### src/shared/decode_pkg.sv
package decode_pkg;
  localparam int XLEN = 64;
  localparam int IW = 32;
  // Field positions
  localparam int OPC_HI = 31;
  localparam int OPC_LO = 26;
  localparam int SRC_HI = 25;
  localparam int SRC_LO = 21;
  localparam int TGT_HI = 20;
  localparam int TGT_LO = 16;
  localparam int DST_HI = 15;
  localparam int DST_LO = 11;
  localparam int SHAMT_HI = 10;
  localparam int SHAMT_LO = 6;
  localparam int FUNC_HI = 5;
  localparam int FUNC_LO = 0;
  localparam int IMM_HI = 15;
  localparam int IMM_LO = 0;
  localparam int JIDX_HI = 25;
  localparam int JIDX_LO = 0;
  localparam int CODE_HI = 15;
  localparam int CODE_LO = 6;
  localparam int COP_BIT = 25;
  localparam int COPZ_HI = 24;
  localparam int COPZ_LO = 6;
  localparam int JTGT_W = 28;
  localparam int JSHIFT = 2;
  // Primary opcodes
  localparam logic [5:0] reg_class_opcode = 6'h00;
  localparam logic [5:0] reg_imm_class_opcode = 6'h01;
  localparam logic [5:0] OPC_XOR_IMM = 6'h0E;
  localparam logic [5:0] system_coproc_class = 6'h10;
  localparam logic [5:0] OPC_COP3 = 6'h13;
  localparam logic [5:0] OPC_LWC3 = 6'h33;
  localparam logic [5:0] OPC_LDC3 = 6'h37;
  localparam logic [5:0] OPC_SWC3 = 6'h3B;
  localparam logic [5:0] OPC_SDC3 = 6'h3F;
  // Function codes
  localparam logic [5:0] FN_XOR = 6'h26;
  localparam logic [5:0] FN_TRAP_LESS_UNSIGNED = 6'h33;
  localparam logic [5:0] FN_TNE = 6'h36;
  localparam logic [5:0] FN_STANDBY = 6'h20;
  // Target-field codes under the reg-imm class
  localparam logic [4:0] RT_TRAP_NOT_EQUAL_IMM = 5'h0E;

  typedef enum logic [1:0] {LEVEL_FULL, LEVEL_II_ONLY, LEVEL_III_ONLY} level_mode_e;
  typedef enum logic [2:0] {OP_NONE, OP_TRAP_LESS_UNSIGNED, OP_TNE, OP_TRAP_NOT_EQUAL_IMM, OP_STANDBY, OP_XOR_REG, OP_XOR_IMM, OP_RSVD} op_kind_e;
endpackage

### src/shared/decode_if.sv
interface decode_if;
  logic [31:0] instr;
  logic [1:0] mode;
  decode_pkg::op_kind_e kind;
  logic [4:0] src_reg_field;
  logic [4:0] tgt_reg_field;
  logic [4:0] dst_reg_field;
  logic [4:0] shift_amount_field;
  logic [15:0] imm;
  logic [27:0] jump_low;
  modport dec (input instr, input mode, output kind, output src_reg_field, output tgt_reg_field,
    output dst_reg_field, output shift_amount_field, output imm, output jump_low);
  modport core (output instr, output mode, input kind, input src_reg_field, input tgt_reg_field,
    input dst_reg_field, input shift_amount_field, input imm, input jump_low);
endinterface

### src/rtl/trap_logic_instr_decode.sv
module trap_logic_instr_decode #(
  parameter int XLEN = decode_pkg::XLEN
) (
  input wire logic ref_clk,
  input wire logic rst_n,
  input wire logic instr_valid,
  input wire logic [31:0] instr_word,
  input wire logic [1:0] level_mode,
  input wire logic [XLEN-1:0] src_value,
  input wire logic [XLEN-1:0] tgt_value,
  input wire logic bus_idle,
  input wire logic wake,
  output logic instr_ready,
  output logic done,
  output logic trap_exc,
  output logic reserved_exc,
  output logic wr_en,
  output logic [4:0] wr_addr,
  output logic [XLEN-1:0] wr_data,
  output logic low_power_standby,
  output logic [27:0] jump_low
);
  typedef enum logic [1:0] {ST_RUN, ST_WAIT_IDLE, ST_STANDBY} state_e;

  decode_if dif ();
  field_decoder u_dec (.d(dif.dec));

  logic bus_idle_meta_reg;
  logic bus_idle_sync_reg;
  logic wake_meta_reg;
  logic wake_sync_reg;
  state_e state_reg;
  state_e state_next;
  logic ready_reg;
  logic standby_reg;
  logic done_reg;
  logic trap_reg;
  logic rsvd_reg;
  logic wr_en_reg;
  logic [4:0] wr_addr_reg;
  logic [XLEN-1:0] wr_data_reg;
  logic [27:0] jump_reg;

  // the whole aligned word feeds the decoder
  assign dif.instr = instr_word;
  assign dif.mode = level_mode;

  wire running = ready_reg;
  wire take = instr_valid && running;
  wire [XLEN-1:0] imm_sext = {{(XLEN-16){dif.imm[15]}}, dif.imm};
  wire [XLEN-1:0] imm_zext = {{(XLEN-16){1'b0}}, dif.imm};
  wire ltu_hit = src_value < tgt_value;
  wire ne_hit = src_value != tgt_value;
  wire nei_hit = src_value != imm_sext;
  wire is_trap_less_unsigned = dif.kind == decode_pkg::OP_TRAP_LESS_UNSIGNED;
  wire is_tne = dif.kind == decode_pkg::OP_TNE;
  wire is_trap_not_equal_imm = dif.kind == decode_pkg::OP_TRAP_NOT_EQUAL_IMM;
  wire is_xr = dif.kind == decode_pkg::OP_XOR_REG;
  wire is_xi = dif.kind == decode_pkg::OP_XOR_IMM;
  wire trap_hit = (is_trap_less_unsigned && ltu_hit) || (is_tne && ne_hit) || (is_trap_not_equal_imm && nei_hit);
  wire write_hit = is_xr || is_xi;
  wire [4:0] dest = is_xr ? dif.dst_reg_field : dif.tgt_reg_field;
  wire [XLEN-1:0] xor_val = src_value ^ (is_xr ? tgt_value : imm_zext);
  wire standby_req = take && dif.kind == decode_pkg::OP_STANDBY;

  // Standby waits for a quiet bus so no transfer is cut in half
  always_comb begin
    state_next = state_reg;
    case (state_reg)
      ST_RUN: if (standby_req) state_next = bus_idle_sync_reg ? ST_STANDBY : ST_WAIT_IDLE;
      ST_WAIT_IDLE: if (bus_idle_sync_reg) state_next = ST_STANDBY;
      ST_STANDBY: if (wake_sync_reg) state_next = ST_RUN;
      default: state_next = ST_RUN;
    endcase
  end

  always_ff @(posedge ref_clk or negedge rst_n) begin
    if (!rst_n) begin
      bus_idle_meta_reg <= 1'b0;
      bus_idle_sync_reg <= 1'b0;
      wake_meta_reg <= 1'b0;
      wake_sync_reg <= 1'b0;
    end else begin
      bus_idle_meta_reg <= bus_idle;
      bus_idle_sync_reg <= bus_idle_meta_reg;
      wake_meta_reg <= wake;
      wake_sync_reg <= wake_meta_reg;
    end
  end

  // Ready and standby flags are registered copies of the next state so the pins come from flip-flops
  always_ff @(posedge ref_clk or negedge rst_n) begin
    if (!rst_n) begin
      state_reg <= ST_RUN;
      ready_reg <= 1'b1;
      standby_reg <= 1'b0;
    end else begin
      state_reg <= state_next;
      ready_reg <= state_next == ST_RUN;
      standby_reg <= state_next == ST_STANDBY;
    end
  end

  // Outside ST_RUN nothing is taken, so done, trap, reserved and write-enable flags clear; write address, data and jump registers hold
  always_ff @(posedge ref_clk or negedge rst_n) begin
    if (!rst_n) begin
      done_reg <= 1'b0;
      trap_reg <= 1'b0;
      rsvd_reg <= 1'b0;
      wr_en_reg <= 1'b0;
      wr_addr_reg <= 5'h00;
      wr_data_reg <= '0;
      jump_reg <= 28'h0000000;
    end else begin
      done_reg <= take;
      trap_reg <= take && trap_hit;
      rsvd_reg <= take && dif.kind == decode_pkg::OP_RSVD;
      wr_en_reg <= take && write_hit;
      if (take && write_hit) begin
        wr_addr_reg <= dest;
        wr_data_reg <= xor_val;
      end
      if (take) jump_reg <= dif.jump_low;
    end
  end

  assign instr_ready = ready_reg;
  assign done = done_reg;
  assign trap_exc = trap_reg;
  assign reserved_exc = rsvd_reg;
  assign wr_en = wr_en_reg;
  assign wr_addr = wr_addr_reg;
  assign wr_data = wr_data_reg;
  assign low_power_standby = standby_reg;
  assign jump_low = jump_reg;
endmodule

### src/rtl/field_decoder.sv
module field_decoder (
  decode_if.dec d
);
  wire [5:0] opc = d.instr[decode_pkg::OPC_HI:decode_pkg::OPC_LO];
  wire [5:0] fn = d.instr[decode_pkg::FUNC_HI:decode_pkg::FUNC_LO];
  wire [4:0] rt = d.instr[decode_pkg::TGT_HI:decode_pkg::TGT_LO];
  wire shamt_zero = d.instr[decode_pkg::SHAMT_HI:decode_pkg::SHAMT_LO] == 5'h00;
  wire copz_zero = d.instr[decode_pkg::COPZ_HI:decode_pkg::COPZ_LO] == 19'h00000;
  wire cop3_enc = (opc == decode_pkg::OPC_COP3) || (opc == decode_pkg::OPC_LWC3) ||
    (opc == decode_pkg::OPC_LDC3) || (opc == decode_pkg::OPC_SWC3) || (opc == decode_pkg::OPC_SDC3);
  wire ii_only = d.mode == 2'(decode_pkg::LEVEL_II_ONLY);

  assign d.src_reg_field = d.instr[decode_pkg::SRC_HI:decode_pkg::SRC_LO];
  assign d.tgt_reg_field = rt;
  assign d.imm = d.instr[decode_pkg::IMM_HI:decode_pkg::IMM_LO];
  assign d.dst_reg_field = d.instr[decode_pkg::DST_HI:decode_pkg::DST_LO];
  assign d.shift_amount_field = d.instr[decode_pkg::SHAMT_HI:decode_pkg::SHAMT_LO];
  assign d.jump_low = {d.instr[decode_pkg::JIDX_HI:decode_pkg::JIDX_LO], {decode_pkg::JSHIFT{1'b0}}};

  // Opcode first, then function or target field by class; code field is not looked at for the two reg-class traps
  always_comb begin
    d.kind = decode_pkg::OP_NONE;
    case (opc)
      decode_pkg::reg_class_opcode: begin
        if (fn == decode_pkg::FN_TRAP_LESS_UNSIGNED) d.kind = decode_pkg::OP_TRAP_LESS_UNSIGNED;
        else if (fn == decode_pkg::FN_TNE) d.kind = decode_pkg::OP_TNE;
        else if (fn == decode_pkg::FN_XOR && shamt_zero) d.kind = decode_pkg::OP_XOR_REG;
      end
      decode_pkg::reg_imm_class_opcode: begin
        if (rt == decode_pkg::RT_TRAP_NOT_EQUAL_IMM) d.kind = decode_pkg::OP_TRAP_NOT_EQUAL_IMM;
      end
      decode_pkg::OPC_XOR_IMM: d.kind = decode_pkg::OP_XOR_IMM;
      decode_pkg::system_coproc_class: begin
        if (d.instr[decode_pkg::COP_BIT] && copz_zero && fn == decode_pkg::FN_STANDBY)
          d.kind = decode_pkg::OP_STANDBY;
      end
      default: begin
        // Level II only mode refuses coprocessor 3 encodings; other levels drop them
        if (cop3_enc && ii_only) d.kind = decode_pkg::OP_RSVD;
      end
    endcase
  end
endmodule

### config.mk
export PLATFORM = sky130hd
export DESIGN_NAME = trap_logic_instr_decode
export DESIGN_NICKNAME = d
export VERILOG_FILES = /design/src/shared/decode_pkg.sv /design/src/shared/decode_if.sv /design/src/rtl/trap_logic_instr_decode.sv /design/src/rtl/field_decoder.sv
export SDC_FILE = /design/constraint.sdc
export NUM_CORES = 1
export LEC_CHECK = 0
export BUFFER_PORTS_ARGS = -buffer_cell sky130_fd_sc_hd__buf_4
export CORE_UTILIZATION = 34
export DETAILED_ROUTE_END_ITERATION = 10
export MAX_ROUTING_LAYER = met4
export PLACE_DENSITY = 0.57
export SYNTH_ARGS = -nofsm -noshare
export SYNTH_HDL_FRONTEND = slang
export SYNTH_SLANG_ARGS = --single-unit
### constraint.sdc
create_clock -name ref_clk -period 2.2 [get_ports ref_clk]
set_clock_uncertainty 0.2 [all_clocks]
set_input_delay 0.44 -clock ref_clk [delete_from_list [all_inputs] [get_ports ref_clk]]
set_output_delay 0.44 -clock ref_clk [all_outputs]
set_load 0.02 [all_outputs]
==> results of run 1 <==
critical path, stage by stage:
cell	delay, ns
buf_6	0.11
nor4_4	0.26
nand2_1	0.09
o31a_1	0.32
o21a_1	0.20
nor3_4	0.20
buf_12	0.19
buf_12	0.18
mux2_4	0.31
cells in the mapped netlist (all sizes together):
cell type    n
nor3        20
nor2b        3
nand4       24
o2111a       1
o221ai       1
dfrtp      106
or3b         1
a2111oi      1
and4b        1
nor4        20
clkbuf       6
a211oi       1
o2111ai      1
xnor2       64
nand4b       2
and4         2
ha          64
a221oi       3
a21oi       39
buf         16
o21bai       1
a31oi        7
inv         68
dfstp        1
nand3       12
or4          1
mux2       100
nor2        22
and3         1
mux2i        8
nand2       76
or2          1
xor2        16
and2b        1
conb         1
o211ai       5
nand2b       1
a21o         5
o21a         1
o21ai       13
o31a         1
path summary, 6_finish.rpt:
kind,start,endpoint,slack (ns),cells after the start
setup / recovery,instr_word[17],wr_data[35],-0.08,9
max in group asynchronous,rst_n,jump_low[4],0.77,3
hold reg to reg,wake_meta_reg,wake_sync_reg,0.16,0
hold / removal,instr_word[25],jump_low[27],0.13,2
min in group asynchronous,rst_n,wr_data[30],0.42,2
setup reg to reg,instr_ready,wr_data[35],0.20,5
report_power, final:
group	switching [mW]	internal (mW)
Sequential	0.0435	2.05
Combinational	0.684	0.757
Clock	0.861	0.802
metal layers:
metal / vias up / part of all wire
met5: - / 0
met4: 0 / 0.010
met3: 16 / 0.053
met2: 177 / 0.48
met1: 3164 / 0.46
li1: 3339 / -
what timing repair did:
item,CTS,global route
hold endpoints to repair,35,0
setup buffers,4,0
hold buffers,3,0
cloned,0,1
pin swaps,1,5
resized for setup,16,24
setup endpoints to repair,66,71
through the flow:
| step | hold slack [ns] | area, um^2 | cells |
|---|---|---|---|
| 2_1_floorplan | -0.05559 | 7616 | 719 |
| 3_3_place_gp | 0.1330 | 11060 | 1386 |
| 3_5_place_dp | 0.1347 | 11060 | 1386 |
| 4_1_cts | 0.1118 | 11490 | 1409 |
| 5_1_grt | 0.1116 | 11640 | 1410 |
| 6_report | 0.1311 | 11640 | 1410 |
logic make-up (layout without fill, tap and decap cells):
group | Yosys count | count (layout) | synth area share
AOI/OAI and AO/OA | 80 | 80 | 0.06400
buffers and inverters | 90 | 506 | 0.05512
DFF | 107 | 107 | 0.3587
other | 1 | 2 | 0.0005021
adders and majority gates | 64 | 64 | 0.1072
xor gates and xnor gates | 80 | 80 | 0.09382
and+or+nand+nor | 188 | 188 | 0.1245
muxes | 108 | 108 | 0.1962
area by class of cell:
| cell class | count | share of cell area |
|---|---|---|
| flip-flops and latches | 107 | 0.2302 |
| inverters | 68 | 0.02215 |
| clock inverters | 7 | 0.005698 |
| multi-input cells | 522 | 0.4006 |
| clock buffers | 9 | 0.01935 |
| repair buffers | 422 | 0.2924 |
| well taps | 275 | 0.02957 |
==> results.txt, run 1 <==
Synth area leader = dfrtp_1
CTS H-tree depth = 3
Die H = 150.2 um
post-synth cell types = 49
Global Route met2 Usage = 0.3625
Multi-input gate area = 0.004662 mm^2
Tmin final = 2.276 ns
Leak = 5.742 nW
Worst EP arrival = 2.31 ns
actual slew at the worst max-slew pin = 0.5449 ns
first drt pass iteration count = 4
Critical Path RT = 2.24 ns
Die Area = 0.02256 mm^2
vias in the first global route = 6832
Synth area leaders = dfrtp_1 (36%), mux2_4 (14%), ha_1 (11%)
clk_lat worst skew = 0.35 ns
max reg flops = 64
IO Port Bufs = 267
crit path kind = primary input to flop
crit share post-route = 1.035
Fillers = 1945
GRT Util Overall = 0.2191
core area = 0.02129 mm^2
met1 GRT Util = 0.2790
half-perimeter wire length after placement = 19.59 mm
Critical Path Start Type = primary input
Post-Syn Area = 0.007468 mm^2
setup TNS = -2.746 ns
gr busiest metal = met2
met3 usage = 0.04364
largest net degree at the start of global routing = 38
failing checks = negative setup slack
DP Worst Slack = -0.6021 ns
Worst VDD drop = 0.0003110 V
Die X = 150.2 um
kind of end point of the critical path = flop
total gr overflow = 0
Layout Nets = 1361
Area growth, synth to finish = 55.82%
Final setup viols = 64
n_diodes = 0
FMAX = 439.4 MHz
Seq/Total Area, Yosys = 0.3587
commonest non-fill, non-tap cell in the layout = buf_4
Clk Tree Root Cell = clkbuf_16
row count = 53
final wirelength = 24.02 mm
max-slew violation count = 0
Layout Utilization = 0.5467
Rel. slew slack = 0.6367
crit-path max FO = 15
clock tree buffer depth = 2
share of cells above drive strength 1 = 0.5119
ANT nets after route = 0
max_cap viols = 0
syn avg cell area = 10.40 um^2
Reg area = 0.002679 mm^2
CTS buffer count = 9
Tot Pwr = 5.197 mW
Hold Fails Final Rpt = 0
Cells after Synth = 718
initial antenna violation count = 0
First DRT Iteration DRCs = 153
I/O Pins = 270
routed via count = 6696
Starting Density = 0.3508
Synthesis Warnings = 0
Via density = 4.749
status = finished with violations
Yosys top cell area share = 0.3552
clock slew at reported path FFs = 0.08 ns
worst setup margin = -0.07599 ns
CTS tree = built
Seq cells post-synth = 107
first-pass GRT wire length = 36.41 mm
routed len/inst = 17.03 um
# DRC = 0
min-delay worst type = primary input to flop
GP Congestion = 0.8321
unrepaired setup endpoints after global routing = yes
power density of the placed cells = 446.6 mW/mm^2
clk sink count = 107
commonest cells after routing, fill and taps aside = buf_4 (394), dfrtp_1 (106), nand2_1 (75)
Note: power is estimated with default switching activity, not from simulation.
==> run 2: changes to the inputs <==
--- a/config.mk
+++ b/config.mk
@@ -7,6 +7,7 @@
 export LEC_CHECK = 0
 export BUFFER_PORTS_ARGS = -buffer_cell sky130_fd_sc_hd__buf_4
 export CORE_UTILIZATION = 34
+export CTS_BUF_LIST = sky130_fd_sc_hd__clkbuf_8
 export DETAILED_ROUTE_END_ITERATION = 10
 export MAX_ROUTING_LAYER = met4
 export PLACE_DENSITY = 0.57
==> run 2 against run 1 <==
The run still ends with negative setup slack left. Maximum frequency is 1.7% higher. Sequential power about the same. First-iteration DRC count down 2.0%. Register-to-register slack gained 0.02 ns. Hold slack got worse by 0.044 ns. Routed wire length fell by 0.51%. Utilization decreased by 0.65 points. Critical path depth up 1. Clock power is 24% lower. Critical path type unchanged.
==> results.txt, run 2 (synthesized netlist as in run 1, its figures left out) <==
commonest cells after routing, fill and taps aside = buf_4 (394), dfrtp_1 (106), nand2_1 (75)
Layout Utilization = 0.5402 (-0.006525)
Die X = 150.2 um (unchanged)
I/O Pins = 270 (unchanged)
unrepaired setup endpoints after global routing = yes
crit-path cells = buf_4 > nor4_2 > buf_4 > nand4_1 > a21oi_2 > nor3_1 > nor3_4 > buf_12 > buf_12 > mux2_4
Tot Pwr = 4.791 mW (-7.8%)
Min Hold Slack = 0.08737 ns (-0.04373 ns)
Clk Tree Root Cell = clkbuf_8
Worst EP arrival = 2.32 ns (about the same)
reg-to-reg endpoint = wr_data[35]
clk_lat worst skew = 0.39 ns (+0.04 ns)
Critical Path Start Type = primary input
core area = 0.02129 mm^2 (unchanged)
worst setup margin = -0.03824 ns (+0.03776 ns)
routed len/inst = 16.96 um (-0.44%)
GRT Util Overall = 0.2194 (+0.0002692)
First DRT Iteration DRCs = 150 (-2.0%)
Worst Hold Endpoint = jump_low[27]
half-perimeter wire length after placement = 19.59 mm (unchanged)
max-slew violation count = 0 (unchanged)
max_cap viols = 0 (unchanged)
commonest non-fill, non-tap cell in the layout = buf_4
share of cells above drive strength 1 = 0.5106 (-0.001312)
ANT nets after route = 0 (unchanged)
clk sink count = 107 (unchanged)
row count = 53 (unchanged)
status = finished with violations
Finished Layout Cells = 1409 (-0.071%)
FMAX = 446.8 MHz (+1.7%)
actual slew at the worst max-slew pin = 0.6245 ns (+0.07963 ns)
Tmin final = 2.238 ns (-0.03776 ns)
CTS tree = built
Critical Path RT = 2.28 ns (+0.04 ns)
Die H = 150.2 um (unchanged)
clock slew at reported path FFs = 0.12 ns (+0.04 ns)
kind of end point of the critical path = flop
initial antenna violation count = 0 (unchanged)
CTS buffer count = 9 (unchanged)
Reg2Reg Depth = 5 (unchanged)
max reg flops = 64 (unchanged)
IO Port Bufs = 267 (unchanged)
Hold Startpoint = instr_word[25]
n_diodes = 0 (unchanged)
setup slack, reg-to-reg = 0.22 ns (+0.02 ns)
routed via count = 6665 (-0.46%)
Cells after DPL = 1386 (unchanged)
crit share post-route = 1.017 (-0.01716)
failing checks = negative setup slack
Die Area = 0.02256 mm^2 (unchanged)
first-pass GRT wire length = 36.42 mm (about the same)
final wirelength = 23.89 mm (-0.51%)
Slowest-stage cell, CP = nor4_2
Starting Density = 0.3508 (unchanged)
reg-to-reg critical path startpoint = instr_ready
first drt pass iteration count = 4 (unchanged)
Layout Nets = 1360 (-0.073%)
# DRC = 0 (unchanged)
CTS H-tree depth = 3 (unchanged)
Hold Fails Final Rpt = 0 (unchanged)
largest net degree at the start of global routing = 38 (unchanged)
power density of the placed cells = 416.6 mW/mm^2 (-6.7%)
Area growth, synth to finish = 53.96%
GP Congestion = 0.8321 (unchanged)
clock tree buffer depth = 2 (unchanged)
Rel. slew slack = 0.5798 (-0.05693)
critical path's largest stage delay = 0.31 ns (about the same)
total gr overflow = 0 (unchanged)
crit path kind = primary input to flop
Via density = 4.730 (-0.39%)
Leak = 5.683 nW (-1.0%)
crit-path max FO = 15 (unchanged)
Worst VDD drop = 0.0002720 V (-13%)
vias in the first global route = 6801 (-0.45%)
Final setup viols = 43 (-33%)
WHS Path Cells = 2 (unchanged)
min-delay worst type = primary input to flop
## run 2: cell count changes in the layout (fill, tap and decap cells not counted), sizes merged
cell and delta:
buf -1
## run 2: what timing repair did
action	4_1_cts	5_1_grt
endpoints found under the hold margin	35	0
cloned	0	1
hold buffers	3	0
buffers inserted	3	0
resized for setup	12	23
pin swaps	4	5
endpoints found under the setup margin	64	70
## run 2: worst max-delay path by stage
stage | startpoint | slack (ns) | to | depth (start not counted)
after floorplan | instr_word[17] | -0.19 | wr_addr[0] | 7
after global placement | tgt_value[55] | -0.66 | trap_exc | 9
after detailed placement | tgt_value[55] | -0.60 | trap_exc | 9
after CTS | tgt_value[55] | -0.03 | trap_exc | 9
after global routing | instr_word[6] | -0.12 | wr_data[35] | 10
final | instr_word[6] | -0.04 | wr_data[35] | 10
## run 2: worst max-delay path, delay by kind of cell
kind | cells | cell delay (ns)
buf+inv | 4 | 0.66
simple gates | 4 | 0.77
mux | 1 | 0.31
compound gates | 1 | 0.15
## run 2: through the flow
step / area, um^2 / TNS, ns / setup slack (ns)
after detailed placement: 11060 / -35.21 / -0.6021
after global routing: 11500 / -5.711 / -0.1188
after CTS: 11370 / -0.06260 / -0.03289
after global placement: 11060 / -34.79 / -0.6588
after floorplan: 7616 / -13.34 / -0.1941
final: 11500 / -0.9613 / -0.03824
## run 2: metal layers
metal  track usage  vias up  share of wire
li1              -     3332              -
met1        0.2795     3148           0.45
met2        0.3620      175           0.48
met3       0.04364       10          0.058
met4       0.04141        0         0.0094
met5             -        -              0
## run 2: cell type report
class,instances,area [um^2]
Tap cell,275,344.1
Fill cell,1948,9788
Clock inverter,7,66.31
Clock buffer,9,123.9
Multi-Input combinational cell,522,4647
Sequential cell,107,2679
Inverter,68,257.7
Timing Repair Buffer,421,3381
## run 2: power breakdown
part / leakage [nW] / switching (mW) / internal [mW] / total [mW]
logic: 4.17 / 0.681 / 0.755 / 1.44
registers: 1.42 / 0.0433 / 2.05 / 2.09
clock network: 0.0982 / 0.818 / 0.444 / 1.26
total: 5.68 / 1.54 / 3.25 / 4.79
==> run 3: changes to the inputs <==
==> constraint.sdc (replaced) <==
create_clock -name ref_clk -period 2.5 [get_ports ref_clk]
set_clock_uncertainty 0.2 [all_clocks]
set_input_delay 0.5 -clock ref_clk [delete_from_list [all_inputs] [get_ports ref_clk]]
set_output_delay 0.5 -clock ref_clk [all_outputs]
set_load 0.02 [all_outputs]
==> run 3 against run 2 <==
The run now ends clean. Via count decreased by 2.5%. Critical path depth decreased by 1. Cell count decreased by 2.8%. Routed wire length decreased by 2.9%. Non-clock buffer count decreased by 41. Final area decreased by 5.1%. Clock-buffer cell count increased by 1. Clock power decreased by 18%. Die area unchanged. Hold slack got worse by 0.053 ns. Critical path type unchanged.
==> results.txt, run 3 (synthesized netlist as in run 1, its figures left out) <==
first drt pass iteration count = 5 (+1)
final wirelength = 23.20 mm (-2.9%)
clock slew at reported path FFs = 0.11 ns (about the same)
Top Layer Used = met4
Die Area = 0.02256 mm^2 (unchanged)
Area growth, synth to finish = 46.06%
initial antenna violation count = 1 (+1)
total gr overflow = 0 (unchanged)
CTS H-tree depth = 3 (unchanged)
first-pass GRT wire length = 35.54 mm (-2.4%)
core area = 0.02129 mm^2 (unchanged)
half-perimeter wire length after placement = 19.45 mm (-0.71%)
FMAX = 412.9 MHz
max_cap viols = 0 (unchanged)
clk sink count = 107 (unchanged)
largest net degree at the start of global routing = 40 (+5.3%)
Rel. slew slack = 0.6592 (+0.07938)
Clk Tree Root Cell = clkbuf_8
Die X = 150.2 um (unchanged)
Final setup viols = 0 (-100%)
Multi-input gate area = 0.004409 mm^2 (-5.1%)
# DRC = 0 (unchanged)
Tmin final = 2.422 ns
max reg flops = 64 (unchanged)
max-slew violation count = 0 (unchanged)
Critical Path RT = 2.56 ns (+0.28 ns)
CTS buffer count = 9 (unchanged)
commonest non-fill, non-tap cell in the layout = buf_4
GRT Util Overall = 0.2146 (-0.004788)
routed len/inst = 16.95 um (about the same)
crit share post-route = 0.9687
First DRT Iteration DRCs = 170 (+13%)
Post-DP Area = 0.01070 mm^2 (-3.3%)
Die H = 150.2 um (unchanged)
Worst VDD drop = 0.0002820 V (+3.7%)
commonest cells after routing, fill and taps aside = buf_4 (363), dfrtp_1 (106), nand2_1 (76)
DR WL met2 = 10.92 mm (-4.9%)
Worst EP arrival = 2.48 ns (+0.16 ns)
unrepaired setup endpoints after global routing = no
Fillers = 2031 (+4.3%)
Layout Nets = 1319 (-3.0%)
status = finished clean
min-delay worst type = primary input to flop
Layout Utilization = 0.5124 (-0.02774)
ANT nets after route = 0 (unchanged)
Finished Layout Cells = 1369 (-2.8%)
Reg area = 0.002679 mm^2 (unchanged)
fin area = 0.01091 mm^2 (-5.1%)
Hold Fails Final Rpt = 0 (unchanged)
Via density = 4.746 (+0.33%)
crit path kind = primary input to flop
Leak = 5.459 nW (-3.9%)
Hold Startpoint = bus_idle
actual slew at the worst max-slew pin = 0.5112 ns (-0.1133 ns)
vias in the first global route = 6643 (-2.3%)
IO Port Bufs = 267 (unchanged)
row count = 53 (unchanged)
reg-to-reg critical path startpoint = instr_ready
I/O Pins = 270 (unchanged)
Starting Density = 0.3508 (unchanged)
share of cells above drive strength 1 = 0.4602 (-0.05038)
Tot Pwr = 4.023 mW (-16%)
Cells after DPL = 1350 (-2.6%)
GP Congestion = 0.8518 (+2.4%)
Metal-1 WL = 10.59 mm (-2.0%)
kind of end point of the critical path = flop
power density of the placed cells = 368.8 mW/mm^2 (-11%)
crit-path max FO = 10 (-5)
routed via count = 6497 (-2.5%)
clk_lat worst skew = 0.38 ns (about the same)
setup TNS = 0 ns (+0.9613 ns)
CTS tree = built
Critical Path Start Type = primary input
CP startpoint = instr_word[17]
metal3 WL = 1.231 mm (-11%)
clock tree buffer depth = 2 (unchanged)
run 3: cell count changes in the layout (fill, tap and decap cells not counted), sizes merged:
cell | previous run | this run
clkinvlp | 0 | 2
dlygate4sd3 | 3 | 2
diode | 0 | 1
buf | 417 | 378
clkinv | 3 | 0
run 3: per-stage QoR:
stage | worst slack (ns) | hold slack (ns)
2_1_floorplan | 0.02091 | 0.004409
3_3_place_gp | -0.4927 | 0.1360
3_5_place_dp | -0.5420 | 0.1358
4_1_cts | 0.01957 | 0.01585
5_1_grt | 0.03410 | 0.01506
6_report | 0.07832 | 0.03393
run 3: worst paths after layout:
kind	slack, ns	to	cells after the start
max in group asynchronous	1.06	jump_low[11]	3
hold / removal	0.03	bus_idle_meta_reg	1
min in group asynchronous	0.41	wr_data[60]	2
setup / recovery	0.08	wr_data[28]	9
hold reg to reg	0.16	wake_sync_reg	0
setup reg to reg	0.58	wr_data[28]	5
run 3: per-layer routing:
layer / vias to the layer above / track usage
met5: - / -
met4: 0 / 0.06465
met3: 19 / 0.03515
met2: 175 / 0.3447
met1: 3046 / 0.2765
li1: 3257 / -
run 3: area by class of cell:
class                   instances  area share
diodes                          1   0.0002294
clock buffers                  10     0.01262
clock inverters                 6    0.003212
inverters                      68     0.02340
multi-input cells             522      0.4042
flip-flops and latches        107      0.2456
well taps                     275     0.03154
repair buffers                380      0.2792
run 3: what timing repair did:
| action | 4_1_cts | 5_1_grt |
|---|---|---|
| endpoints found under the hold margin | 33 | 0 |
| endpoints found under the setup margin | 68 | 39 |
| setup buffers | 0 | 0 |
| gates resized for setup | 1 | 1 |
| hold buffers | 2 | 0 |
run 3: worst max-delay path: stages:
cell     delay, ns
buf_4         0.14
nor4_4        0.34
nand2_1       0.11
o31a_1        0.34
o21a_1        0.20
nor3_4        0.18
buf_12        0.20
buf_12        0.15
mux2_4        0.30
run 3: power by group:
part	total, mW	switching (mW)	internal (mW)
logic	1.15	0.551	0.596
registers	1.84	0.0392	1.80
clock network	1.03	0.648	0.385
total	4.02	1.24	2.78
